### src/spl_map.vh
// Behaviour
// Point-to-point target: absolute from zero, or relative.
// Referencing move to switch sets the origin.
// Dimension setting takes current position as reference.
// List positions compared in background during moves.
// Signal list entry drives list-event output level.
// Speed list entry changes travel speed, continues moving.
// Teach-in stores measured position with value.
// Host writes list entries over accepted command paths; the code writes them through the separate LIST_WR port in any state.
// List-event output holds level between list hits.
`ifndef SPL_MAP_VH
`define SPL_MAP_VH

// ==================================================
// Widths
`define SPL_POS_W 24
`define SPL_SPD_W 16
`define SPL_IDX_W 4
`define SPL_DEPTH 16

// ==================================================
// Command codes
`define SPL_CMD_ABS 3'h1
`define SPL_CMD_REL 3'h2
`define SPL_CMD_REF 3'h3
`define SPL_CMD_DIMSET 3'h4
`define SPL_CMD_TEACH 3'h5

// ==================================================
// Timing counts, in clock cycles per step
`define SPL_MIN_PERIOD 16'h0020
`define SPL_REF_PERIOD 16'h0100
`define SPL_RESET_SPEED 16'h0100

`endif

### src/spl_ctrl.v
`timescale 1ns/1ps
`default_nettype none
`include "spl_map.vh"

module spl_ctrl (
    // Clock and reset
    input wire SYS_CLK,
    input wire RST_B,
    // Host command port
    input wire CMD_VALID,
    input wire [2:0] CMD_CODE,
    input wire [`SPL_POS_W-1:0] CMD_VALUE,
    input wire [`SPL_SPD_W-1:0] CMD_SPEED,
    input wire [`SPL_IDX_W-1:0] CMD_IDX,
    // Host list write port
    input wire LIST_WR,
    input wire [`SPL_IDX_W-1:0] LIST_IDX,
    input wire [`SPL_POS_W-1:0] LIST_POS,
    input wire [`SPL_SPD_W-1:0] LIST_VAL,
    input wire LIST_SPEED_MODE,
    // Reference switch pin
    input wire REF_SW,
    // Power stage
    output reg STEP,
    output reg DIR,
    // Status
    output reg LIST_EVENT,
    output reg BUSY,
    output reg REFERENCED,
    output reg [`SPL_POS_W-1:0] AXIS_POS,
    // Teach-in store to parameter memory
    output reg TEACH_WR,
    output reg [`SPL_IDX_W-1:0] TEACH_IDX,
    output reg [`SPL_POS_W-1:0] TEACH_POS,
    output reg [`SPL_SPD_W-1:0] TEACH_VAL
);

// ==================================================
// States
localparam [2:0] ST_IDLE = 3'h1;
localparam [2:0] ST_MOVE = 3'h2;
localparam [2:0] ST_REF = 3'h4;

reg [2:0] state_q;
reg [`SPL_POS_W-1:0] abs_q;
reg [`SPL_POS_W-1:0] ref_q;
reg [`SPL_POS_W-1:0] target_q;
reg [`SPL_SPD_W-1:0] speed_q;
reg [`SPL_IDX_W-1:0] scan_q;
reg [`SPL_IDX_W-1:0] settle_q;
reg [`SPL_DEPTH-1:0] fired_q;
reg [`SPL_DEPTH-1:0] valid_q;
reg ref_s1_q;
reg ref_s2_q;

// List memory
reg [`SPL_POS_W-1:0] list_pos_m [0:`SPL_DEPTH-1];
reg [`SPL_SPD_W-1:0] list_val_m [0:`SPL_DEPTH-1];

// ==================================================
// Derived values
wire [`SPL_POS_W-1:0] axis_pos = abs_q - ref_q;
wire moving = (state_q == ST_MOVE) || (state_q == ST_REF);
wire [`SPL_SPD_W-1:0] move_period = (speed_q < `SPL_MIN_PERIOD) ? `SPL_MIN_PERIOD : speed_q;
wire [`SPL_SPD_W-1:0] period = (state_q == ST_REF) ? `SPL_REF_PERIOD : move_period;
wire tick;
wire at_target = (abs_q == target_q);
wire dir_up = $signed(target_q) > $signed(abs_q);
wire idle_cmd = CMD_VALID && (state_q == ST_IDLE);
wire scan_hit = moving && valid_q[scan_q] && !fired_q[scan_q]
                && (list_pos_m[scan_q] == axis_pos);

// Absolute target from zero point, relative from current position
wire [`SPL_POS_W-1:0] abs_target = ref_q + CMD_VALUE;
wire [`SPL_POS_W-1:0] rel_target = abs_q + CMD_VALUE;

spl_rate u_rate (
    .clk(SYS_CLK),
    .rst_b(RST_B),
    .run(moving && !(state_q == ST_MOVE && at_target)),
    .period(period),
    .tick(tick)
);

// ==================================================
// Reference switch synchroniser
always @(posedge SYS_CLK or negedge RST_B) begin
    if (!RST_B) begin
        ref_s1_q <= 1'b0;
        ref_s2_q <= 1'b0;
    end else begin
        ref_s1_q <= REF_SW;
        ref_s2_q <= ref_s1_q;
    end
end

// ==================================================
// List memory writes from host and teach-in
always @(posedge SYS_CLK) begin
    if (LIST_WR) begin
        list_pos_m[LIST_IDX] <= LIST_POS;
        list_val_m[LIST_IDX] <= LIST_VAL;
    end else if (idle_cmd && CMD_CODE == `SPL_CMD_TEACH) begin
        list_pos_m[CMD_IDX] <= axis_pos;
        list_val_m[CMD_IDX] <= CMD_SPEED;
    end
end

// ==================================================
// Motion sequencer
always @(posedge SYS_CLK or negedge RST_B) begin
    if (!RST_B) begin
        state_q <= ST_IDLE;
        abs_q <= 24'h000000;
        ref_q <= 24'h000000;
        target_q <= 24'h000000;
        speed_q <= `SPL_RESET_SPEED;
        settle_q <= 4'h0;
        REFERENCED <= 1'b0;
        DIR <= 1'b0;
        STEP <= 1'b0;
    end else begin
        STEP <= 1'b0;
        case (state_q)
            ST_IDLE: begin
                if (CMD_VALID) begin
                    case (CMD_CODE)
                        `SPL_CMD_ABS: begin
                            target_q <= abs_target;
                            speed_q <= CMD_SPEED;
                            settle_q <= 4'h0;
                            state_q <= ST_MOVE;
                        end
                        `SPL_CMD_REL: begin
                            target_q <= rel_target;
                            speed_q <= CMD_SPEED;
                            settle_q <= 4'h0;
                            state_q <= ST_MOVE;
                        end
                        `SPL_CMD_REF: begin
                            DIR <= 1'b0;
                            state_q <= ST_REF;
                        end
                        `SPL_CMD_DIMSET: begin
                            ref_q <= abs_q;
                            REFERENCED <= 1'b1;
                        end
                        default: begin
                            state_q <= ST_IDLE;
                        end
                    endcase
                end
            end
            ST_MOVE: begin
                // Dwell one list sweep at the target so an entry there is seen
                if (at_target) begin
                    if (settle_q == 4'hf) begin
                        state_q <= ST_IDLE;
                    end else begin
                        settle_q <= settle_q + 4'h1;
                    end
                end else begin
                    DIR <= dir_up;
                    if (tick) begin
                        STEP <= 1'b1;
                        abs_q <= dir_up ? abs_q + 24'h000001 : abs_q - 24'h000001;
                    end
                end
                if (scan_hit && LIST_SPEED_MODE) begin
                    speed_q <= list_val_m[scan_q];
                end
            end
            ST_REF: begin
                if (ref_s2_q) begin
                    ref_q <= abs_q;
                    REFERENCED <= 1'b1;
                    state_q <= ST_IDLE;
                end else if (tick) begin
                    STEP <= 1'b1;
                    abs_q <= abs_q - 24'h000001;
                end
            end
            default: begin
                state_q <= ST_IDLE;
            end
        endcase
    end
end

// ==================================================
// Background list comparison, one entry per cycle
always @(posedge SYS_CLK or negedge RST_B) begin
    if (!RST_B) begin
        scan_q <= 4'h0;
        fired_q <= 16'h0000;
        valid_q <= 16'h0000;
        LIST_EVENT <= 1'b0;
    end else begin
        scan_q <= scan_q + 4'h1;
        if (idle_cmd) begin
            fired_q <= 16'h0000;
        end else if (scan_hit) begin
            fired_q[scan_q] <= 1'b1;
        end
        if (LIST_WR) begin
            valid_q[LIST_IDX] <= 1'b1;
        end else if (idle_cmd && CMD_CODE == `SPL_CMD_TEACH) begin
            valid_q[CMD_IDX] <= 1'b1;
        end
        if (scan_hit && !LIST_SPEED_MODE) begin
            LIST_EVENT <= list_val_m[scan_q][0]; // see R5
        end
    end
end

// ==================================================
// Status and teach-in outputs
always @(posedge SYS_CLK or negedge RST_B) begin
    if (!RST_B) begin
        BUSY <= 1'b0;
        AXIS_POS <= 24'h000000;
        TEACH_WR <= 1'b0;
        TEACH_IDX <= 4'h0;
        TEACH_POS <= 24'h000000;
        TEACH_VAL <= 16'h0000;
    end else begin
        BUSY <= moving;
        AXIS_POS <= axis_pos;
        TEACH_WR <= idle_cmd && (CMD_CODE == `SPL_CMD_TEACH);
        if (idle_cmd && CMD_CODE == `SPL_CMD_TEACH) begin
            TEACH_IDX <= CMD_IDX;
            TEACH_POS <= axis_pos;
            TEACH_VAL <= CMD_SPEED;
        end
    end
end

endmodule // spl_ctrl
`default_nettype wire

### src/spl_rate.v
`timescale 1ns/1ps
`default_nettype none
`include "spl_map.vh"

module spl_rate (
    // Clock and reset
    input wire clk,
    input wire rst_b,
    // Control
    input wire run,
    input wire [`SPL_SPD_W-1:0] period,
    // Step enable
    output reg tick
);

// ==================================================
// Divider producing one enable pulse per period
reg [`SPL_SPD_W-1:0] cnt_q;

always @(posedge clk or negedge rst_b) begin
    if (!rst_b) begin
        cnt_q <= 16'h0000;
        tick <= 1'b0;
    end else if (!run) begin
        cnt_q <= 16'h0000;
        tick <= 1'b0;
    end else if (cnt_q >= period - 16'h0001) begin
        cnt_q <= 16'h0000;
        tick <= 1'b1;
    end else begin
        cnt_q <= cnt_q + 16'h0001;
        tick <= 1'b0;
    end
end

endmodule // spl_rate
`default_nettype wire

### config.mk
export PLATFORM = sky130hd
export DESIGN_NAME = spl_ctrl
export DESIGN_NICKNAME = d
export VERILOG_FILES = /design/src/spl_ctrl.v /design/src/spl_rate.v
export VERILOG_INCLUDE_DIRS = /design/src
export SDC_FILE = /design/constraint.sdc
export NUM_CORES = 1
export LEC_CHECK = 0
export ABC_AREA = 1
export BUFFER_PORTS_ARGS = -buffer_cell sky130_fd_sc_hd__clkbuf_2
export CORE_MARGIN = 10
export CORE_UTILIZATION = 35
export CTS_CLUSTER_DIAMETER = 120
export DETAILED_ROUTE_END_ITERATION = 12
export PLACE_DENSITY = 0.54
export RECOVER_POWER = 50
export SETUP_SLACK_MARGIN = 0.2
export SLEW_MARGIN = 20
export SYNTH_ARGS = -nofsm -noshare
export SYNTH_HDL_FRONTEND = slang
export SYNTH_SLANG_ARGS = --single-unit
### constraint.sdc
create_clock -name SYS_CLK -period 4.3 [get_ports SYS_CLK]
set_input_delay 0.215 -clock SYS_CLK [delete_from_list [all_inputs] [get_ports SYS_CLK]]
set_output_delay 0.215 -clock SYS_CLK [all_outputs]
set_load 0.005 [all_outputs]
# --- Word-level counts from Yosys, hierarchy flattened ---
# Memory sizes are Yosys's and may differ from the RTL's.
# Index checks and enable logic that the tools add are counted.
op_classes:
  bitwise_logic: 3
  reduce_logical: 32
  order_cmp: 9
  n_mux: 69
  eq_ne: 25
  addsub: 9
op_table:
  columns: ["operator", "n"]
  rows:
  - ["$mux W24", 9]
  - ["$mux W16", 12]
  - ["$pmux W24 S2", 3]
  - ["$add A24 B24 Y24", 2]
  - ["$eq A24 B24 Y1", 2]
  - ["$or A16 B16 Y16", 3]
  - ["$pmux W16 S2", 1]
  - ["$add A24 B1 Y24 const B", 1]
  - ["$gt A24 B24 Y1", 1]
  - ["$mux W4", 6]
  - ["$reduce_or A24 Y1", 1]
  - ["$sub A24 B1 Y24 const B", 1]
  - ["$sub A24 B24 Y24", 1]
  - ["$mux W1", 23]
  - ["$pmux W3 S3", 2]
  - ["$add A16 B1 Y16 const B", 1]
  - ["$ge A16 B16 Y1", 1]
  - ["$lt A16 B6 Y1 const B", 1]
  - ["$ne A2 B2 Y1 const B", 8]
  - ["$reduce_or A16 Y1", 1]
  - ["$sub A16 B1 Y16 const B", 1]
  - ["$lt A4 B5 Y1 const B", 3]
  - ["$reduce_and A5 Y1", 3]
  - ["$demux W1 S4", 3]
  - ["18 further kinds", 57]
totals:
  elab_cells: 172
  mem_count: 2
  ramBits: 640
  register_bits: 224
  inputBits: 97
  output_inout_bits: 74
mem_list:
  columns: ["memory", "words", "width", "rd", "rd_ports_with_merged_regs", "wr", "line", "text"]
  rows:
  - ["list_pos_m", 16, 24, 1, 0, 1, "spl_ctrl.v:57", "reg [`SPL_POS_W-1:0] list_pos_m [0:`SPL_DEPTH-1];"]
  - ["list_val_m", 16, 16, 1, 0, 1, "spl_ctrl.v:58", "reg [`SPL_SPD_W-1:0] list_val_m [0:`SPL_DEPTH-1];"]

# --- Logic depth before layout (Yosys ltp) ---
depth:
  word_depth: 8
  ltp_mapped: 23
  ltp_nobuf: 22

# --- By module ---
# From an unflattened synthesis, not the netlist that was laid out.
unflattened:
  hier_cells: 4388
  hier_area_um2: 41350.9
by_module_without_submodules:
  columns: ["module", "seq_area_each_um2", "n_inst", "cells_each", "area_per_inst_um2"]
  rows:
  - ["spl_ctrl", 24400.9, 1, 4168, 39764.4]
  - ["spl_rate", 425.4, 1, 220, 1586.5]

# --- Least setup slack after synthesis ---
# No wires, ideal clock.
synth_timing:
  path_kind: "register to register"
  from: "register state_q[0]"
  to: "memory list_pos_m[3][0] in the netlist's numbering, enable pin"
  setup_ps: 437
  required_time_ps: 3863
  stages_incl_launch_ff: 13
  period_less_slack_ps: 4244
  path_buffers: 0
  arrival_time_ps: 3807
  path_slack_ps: 56
  cell_sequence: "dfstp_2 inv_1 nor3_1 inv_1 nor2_1 inv_2 nor3_2 inv_1 nor2_2 nand2_1 o21ai_0 nand3_1 nor2_1"
synth_via:
  elab_chain_cells: 8
  elab_cells_between_ends: 9
  classes_between: "eq/ne: 1; mux: 5; reduce/logical: 3"
synth_lines:
  columns: ["element", "line", "text"]
  rows:
  - ["from (decl)", "spl_ctrl.v:44", "reg [2:0] state_q;"]
  - ["from (signal assigned)", "spl_ctrl.v:113", "state_q <= ST_IDLE;"]
  - ["from (signal assigned)", "spl_ctrl.v:132", "state_q <= ST_MOVE;"]
  - ["from (signal assigned)", "spl_ctrl.v:138", "state_q <= ST_MOVE;"]
  - ["$eq A3 B1 Y1 (*)", "spl_ctrl.v:69", "wire idle_cmd = CMD_VALID && (state_q == ST_IDLE);"]
  - ["$logic_and A1 B1 Y1 (*)", "spl_ctrl.v:69", null]
  - ["$logic_and A1 B1 Y1 (no line) (*)", null, null]
  - ["$mux W1 (*)", "spl_ctrl.v:103", "end else if (idle_cmd && CMD_CODE == `SPL_CMD_TEACH) begin"]
  - ["$mux W1 (*)", "spl_ctrl.v:100", "if (LIST_WR) begin"]
  - ["$mux W1 (implied by the code) (*)", "spl_ctrl.v:104", "list_pos_m[CMD_IDX] <= axis_pos;"]
  - ["$reduce_or A24 Y1 (no line)", null, null]
  - ["$mux W4 (no line) / $mux W1 (equally long branches)", null, null]
  - ["to (decl)", "spl_ctrl.v:57", null]
# Every way passes the cells marked *; elsewhere a longest branch is shown, timed or not.

# --- Worst setup path after layout ---
layout_timing:
  from: "register state_q[0]"
  to: "memory list_val_m[15][10] in the netlist's numbering, data pin"
layout_via:
  elab_chain_cells: 8
layout_lines:
  columns: ["element", "line", "text"]
  rows:
  - ["$eq A3 B1 Y1", "spl_ctrl.v:69", null]
  - ["$logic_and A1 B1 Y1", "spl_ctrl.v:69", null]
  - ["$logic_and A1 B1 Y1 (no line)", null, null]
  - ["$mux W1", "spl_ctrl.v:103", null]
  - ["$mux W1", "spl_ctrl.v:100", null]
  - ["$mux W1 (implied by the code)", "spl_ctrl.v:105", "list_val_m[CMD_IDX] <= CMD_SPEED;"]
  - ["$reduce_or A16 Y1 (no line)", null, null]
  - ["$mux W16 (no line)", null, null]
  - ["to (decl)", "spl_ctrl.v:58", null]
# Every way passes these cells.

==> qor.txt <==
largest net degree at the start of global routing: 103
period utilisation layout: 91.7%
Die Height: 361 um
wire length per cell: 20.9 um
core area: 115000 um^2
power per cell area: 429 nW/um^2
Max Cap Viol: 3
Hold Path Origin: CMD_IDX[2]
worst path required time: 4730 ps
chip width: 361 um
worst setup path class: reg2reg
Max VDD drop: 0.000309 V
# placed instances: 5857
leakage power: 19.2 nW
synthesized flop and latch total: 864
Multi-input gate area: 14100 um^2
Setup TNS: 0 ps
FILL cells: 11.3k
Setup Skew: 33.7 ps
I/O pin total: 171
Antenna Nets Post-Route: 0
first-pass GRT wire length: 190000 um
Max Slew Vio Count: 218
DP HPWL: 84400 um
Clock transition at path regs: 60 ps
fraction of registers with async set/reset: 25.9%
GRT overflow: 0
Netlist cell types: 49
CTS tree: done
FF/Latch Area: 24800 um^2
Root Buffer: clkbuf_16
Non-Filler Instances: 6053
fmax: 254 MHz
via count: 30.8k
dpl ws: 94.1 ps
initial antenna violation count: 2
Final Hold Fails: 0
Worst setup EP type: flop
die area: 130000 um^2
worst setup margin: 356 ps
clock buffer depth: 3
syn_nets: 4440
initial drt markers: 2746
RR Startpoint: state_q[0]$_DFFE_PN1P_
clk_lat worst skew: 670 ps
# nets final: 4661
Synth Flop Type: edfxtp_1
layout cells sized above 1: 8.57%
Final setup viols: 0
Mapped Cells: 4246
min Tclk post-route: 3940 ps
port bufs: 170
drt total wl: 126000 um
startpoint class of the critical path: flop
TritonCTS Sinks: 864
vias in the first global route: 29.4k
Worst Path Max Fanout: 32
YS warnings: 0
FP Rows: 124
number of synthesized flops with an enable pin: 640
FF-to-FF setup slack: 360 ps
drt pass-1 iters: 6
# DRC: 0
area grow syn2layout: 15.5%
via density per instance: 5.10
gpl congestion: 0.861
global-route usage over all layers: 18.9%
failing checks: capacitance limit, slew limit
Hold Path Depth: 3
Synth Cell Area: 40700 um^2
RSZ-0062 raised after global routing: false
worst min path class: in2reg
syn avg cell area: 9.58 um^2
hold endpoint: TEACH_IDX[2]$_DFFE_PN0P_
Starting Density: 35.4%
# H-tree levels: 3
fin util: 40.9%
terminus of the critical flop-to-flop path: list_val_m[15][10]$_DFFE_PP_
Seq/Total Area, Yosys: 61.1%
status: finished with violations
Slew @ Worst Pin: 2990 ps
crit path DAT: 4370 ps
CTS buffer count: 91
R2R depth: 12
worst rel slew slack: -99.3%
==> power by group <==
part	switching [mW]	internal, mW	total (mW)
logic	1.64	0.844	2.48
registers	0.261	9.49	9.75
clock network	3.38	4.53	7.91
total	5.28	14.9	20.1
==> per-stage QoR <==
step	total power, mW	hold slack (ps)	area, um^2
after floorplan	11.4	-80.6	40700
after detailed placement	12.4	334	43900
after CTS	20.4	6.85	47200
final	20.1	21.8	47000
after global placement	12.4	327	43900
after global routing	21.0	40.2	47000
==> worst max path at each step <==
stage,start,end,slack (ps),cells past startpoint
after detailed placement,speed_q[15]$_DFFE_PN0P_,u_rate.cnt_q[4]$_DFF_PN0_,90,20
after floorplan,state_q[0]$_DFFE_PN1P_,list_pos_m[3][0]$_DFFE_PP_,60,12
final,state_q[0]$_DFFE_PN1P_,list_val_m[15][10]$_DFFE_PP_,360,12
after global placement,speed_q[15]$_DFFE_PN0P_,u_rate.cnt_q[7]$_DFF_PN0_,80,20
after global routing,state_q[0]$_DFFE_PN1P_,list_val_m[11][8]$_DFFE_PP_,140,12
after CTS,abs_q[0]$_DFFE_PN0P_,speed_q[15]$_DFFE_PN0P_,500,18
==> timing repair <==
item | in CTS | in global routing
hold buffers | 27 | 0
endpoints found under the setup margin | 4 | 20
endpoints found under the hold margin | 130 | 0
buffers inserted | 2 | 0
gates resized for setup | 0 | 2
pin swaps | 1 | 0
==> registers in the layout, indices dropped and copies added, names as in the netlist, 3 cells and up <==
name,count
TEACH_POS,24
u_rate.cnt_q,16
TEACH_VAL,16
ref_q,24
TEACH_IDX,4
list_val_m,256
speed_q,16
valid_q,16
target_q,24
list_pos_m,384
fired_q,16
state_q,3
abs_q,24
settle_q,4
scan_q,4
AXIS_POS,24
==> worst max-delay path: stages, from the launching register on <==
cell and delay [ps]:
dfstp_2 520, inv_1 80, nor3_1 220, inv_1 130, nor2_1 270, inv_2 60
nor3_1 270, clkinv_2 140, nor2_4 270, clkinv_2 100, clkbuf_1 600, o21ai_0 620
clkbuf_2 430
==> per-layer routing <==
metal / track usage [%] / share of wire [%] / up-vias
met5: 0 / 0.017 / -
met2: 31.8 / 48 / 824
met4: 5.76 / 2.6 / 4
met1: 25.3 / 44 / 15000
met3: 2.46 / 5.4 / 152
li1: - / - / 14900
==> cell usage in the layout, fill, tap and decap left out, drive strengths merged, types with 4 or more instances in the layout <==
cell type       n
ha             95
inv           290
nand4          65
xnor2          20
bufinv          8
o21ai         367
o21bai          7
nand3         351
nor3b           5
o21a            5
xor2           59
o211ai         11
nor2          369
o22ai          71
nand2        1270
or2            13
dlygate4sd3    27
clkinv         43
nand3b         15
a21boi          4
nor4           12
a31oi          19
buf            85
a21oi          91
clkbuf        327
dfrtp         222
nor3           32
edfxtp        640
==> kinds of logic after synthesis <==
group	count (synthesis)	synth area share (%)
AOI/OAI and AO/OA	584	7.69
xor gates and xnor gates	79	1.70
adders and majority gates	97	3.02
and+or+nand+nor	2136	21.8
DFF	864	61.1
buffers and inverters	486	4.72
==> final cells by class <==
| cell class | instances | share of cell area [%] |
|---|---|---|
| sequential | 864 | 52.9 |
| multi-input combinational | 2896 | 29.9 |
| clock buffer | 120 | 5.25 |
| timing repair buffer | 319 | 4.46 |
| tap | 1512 | 4.03 |
| inverter | 295 | 2.39 |
| clock inverter | 46 | 1.04 |
| antenna | 1 | 0.00533 |
==> cell usage after synthesis (5+ instances only) <==
master | n | share of area [%]
or2_2 | 10 | 0.15
nand3b_1 | 15 | 0.28
a31oi_1 | 19 | 0.29
inv_1 | 284 | 2.6
xnor2_1 | 20 | 0.43
nand2_1 | 1268 | 12
nor3_1 | 29 | 0.36
edfxtp_1 | 640 | 47
dfrtp_1 | 222 | 14
o21ai_0 | 354 | 4.4
a21oi_1 | 91 | 1.1
o21bai_1 | 7 | 0.13
ha_1 | 95 | 2.9
xor2_1 | 59 | 1.3
nand4_1 | 65 | 1.0
o211ai_1 | 11 | 0.20
nor3b_1 | 5 | 0.092
nor2_1 | 365 | 3.4
clkinv_1 | 9 | 0.083
buf_1 | 14 | 0.13
o21a_1 | 5 | 0.092
o21ai_1 | 13 | 0.16
nand3_1 | 350 | 4.3
clkbuf_1 | 109 | 1.0
o22ai_1 | 71 | 1.1
buf_2 | 64 | 0.79
nor4_1 | 12 | 0.18
No activity file was read; power rests on OpenSTA's default activity.
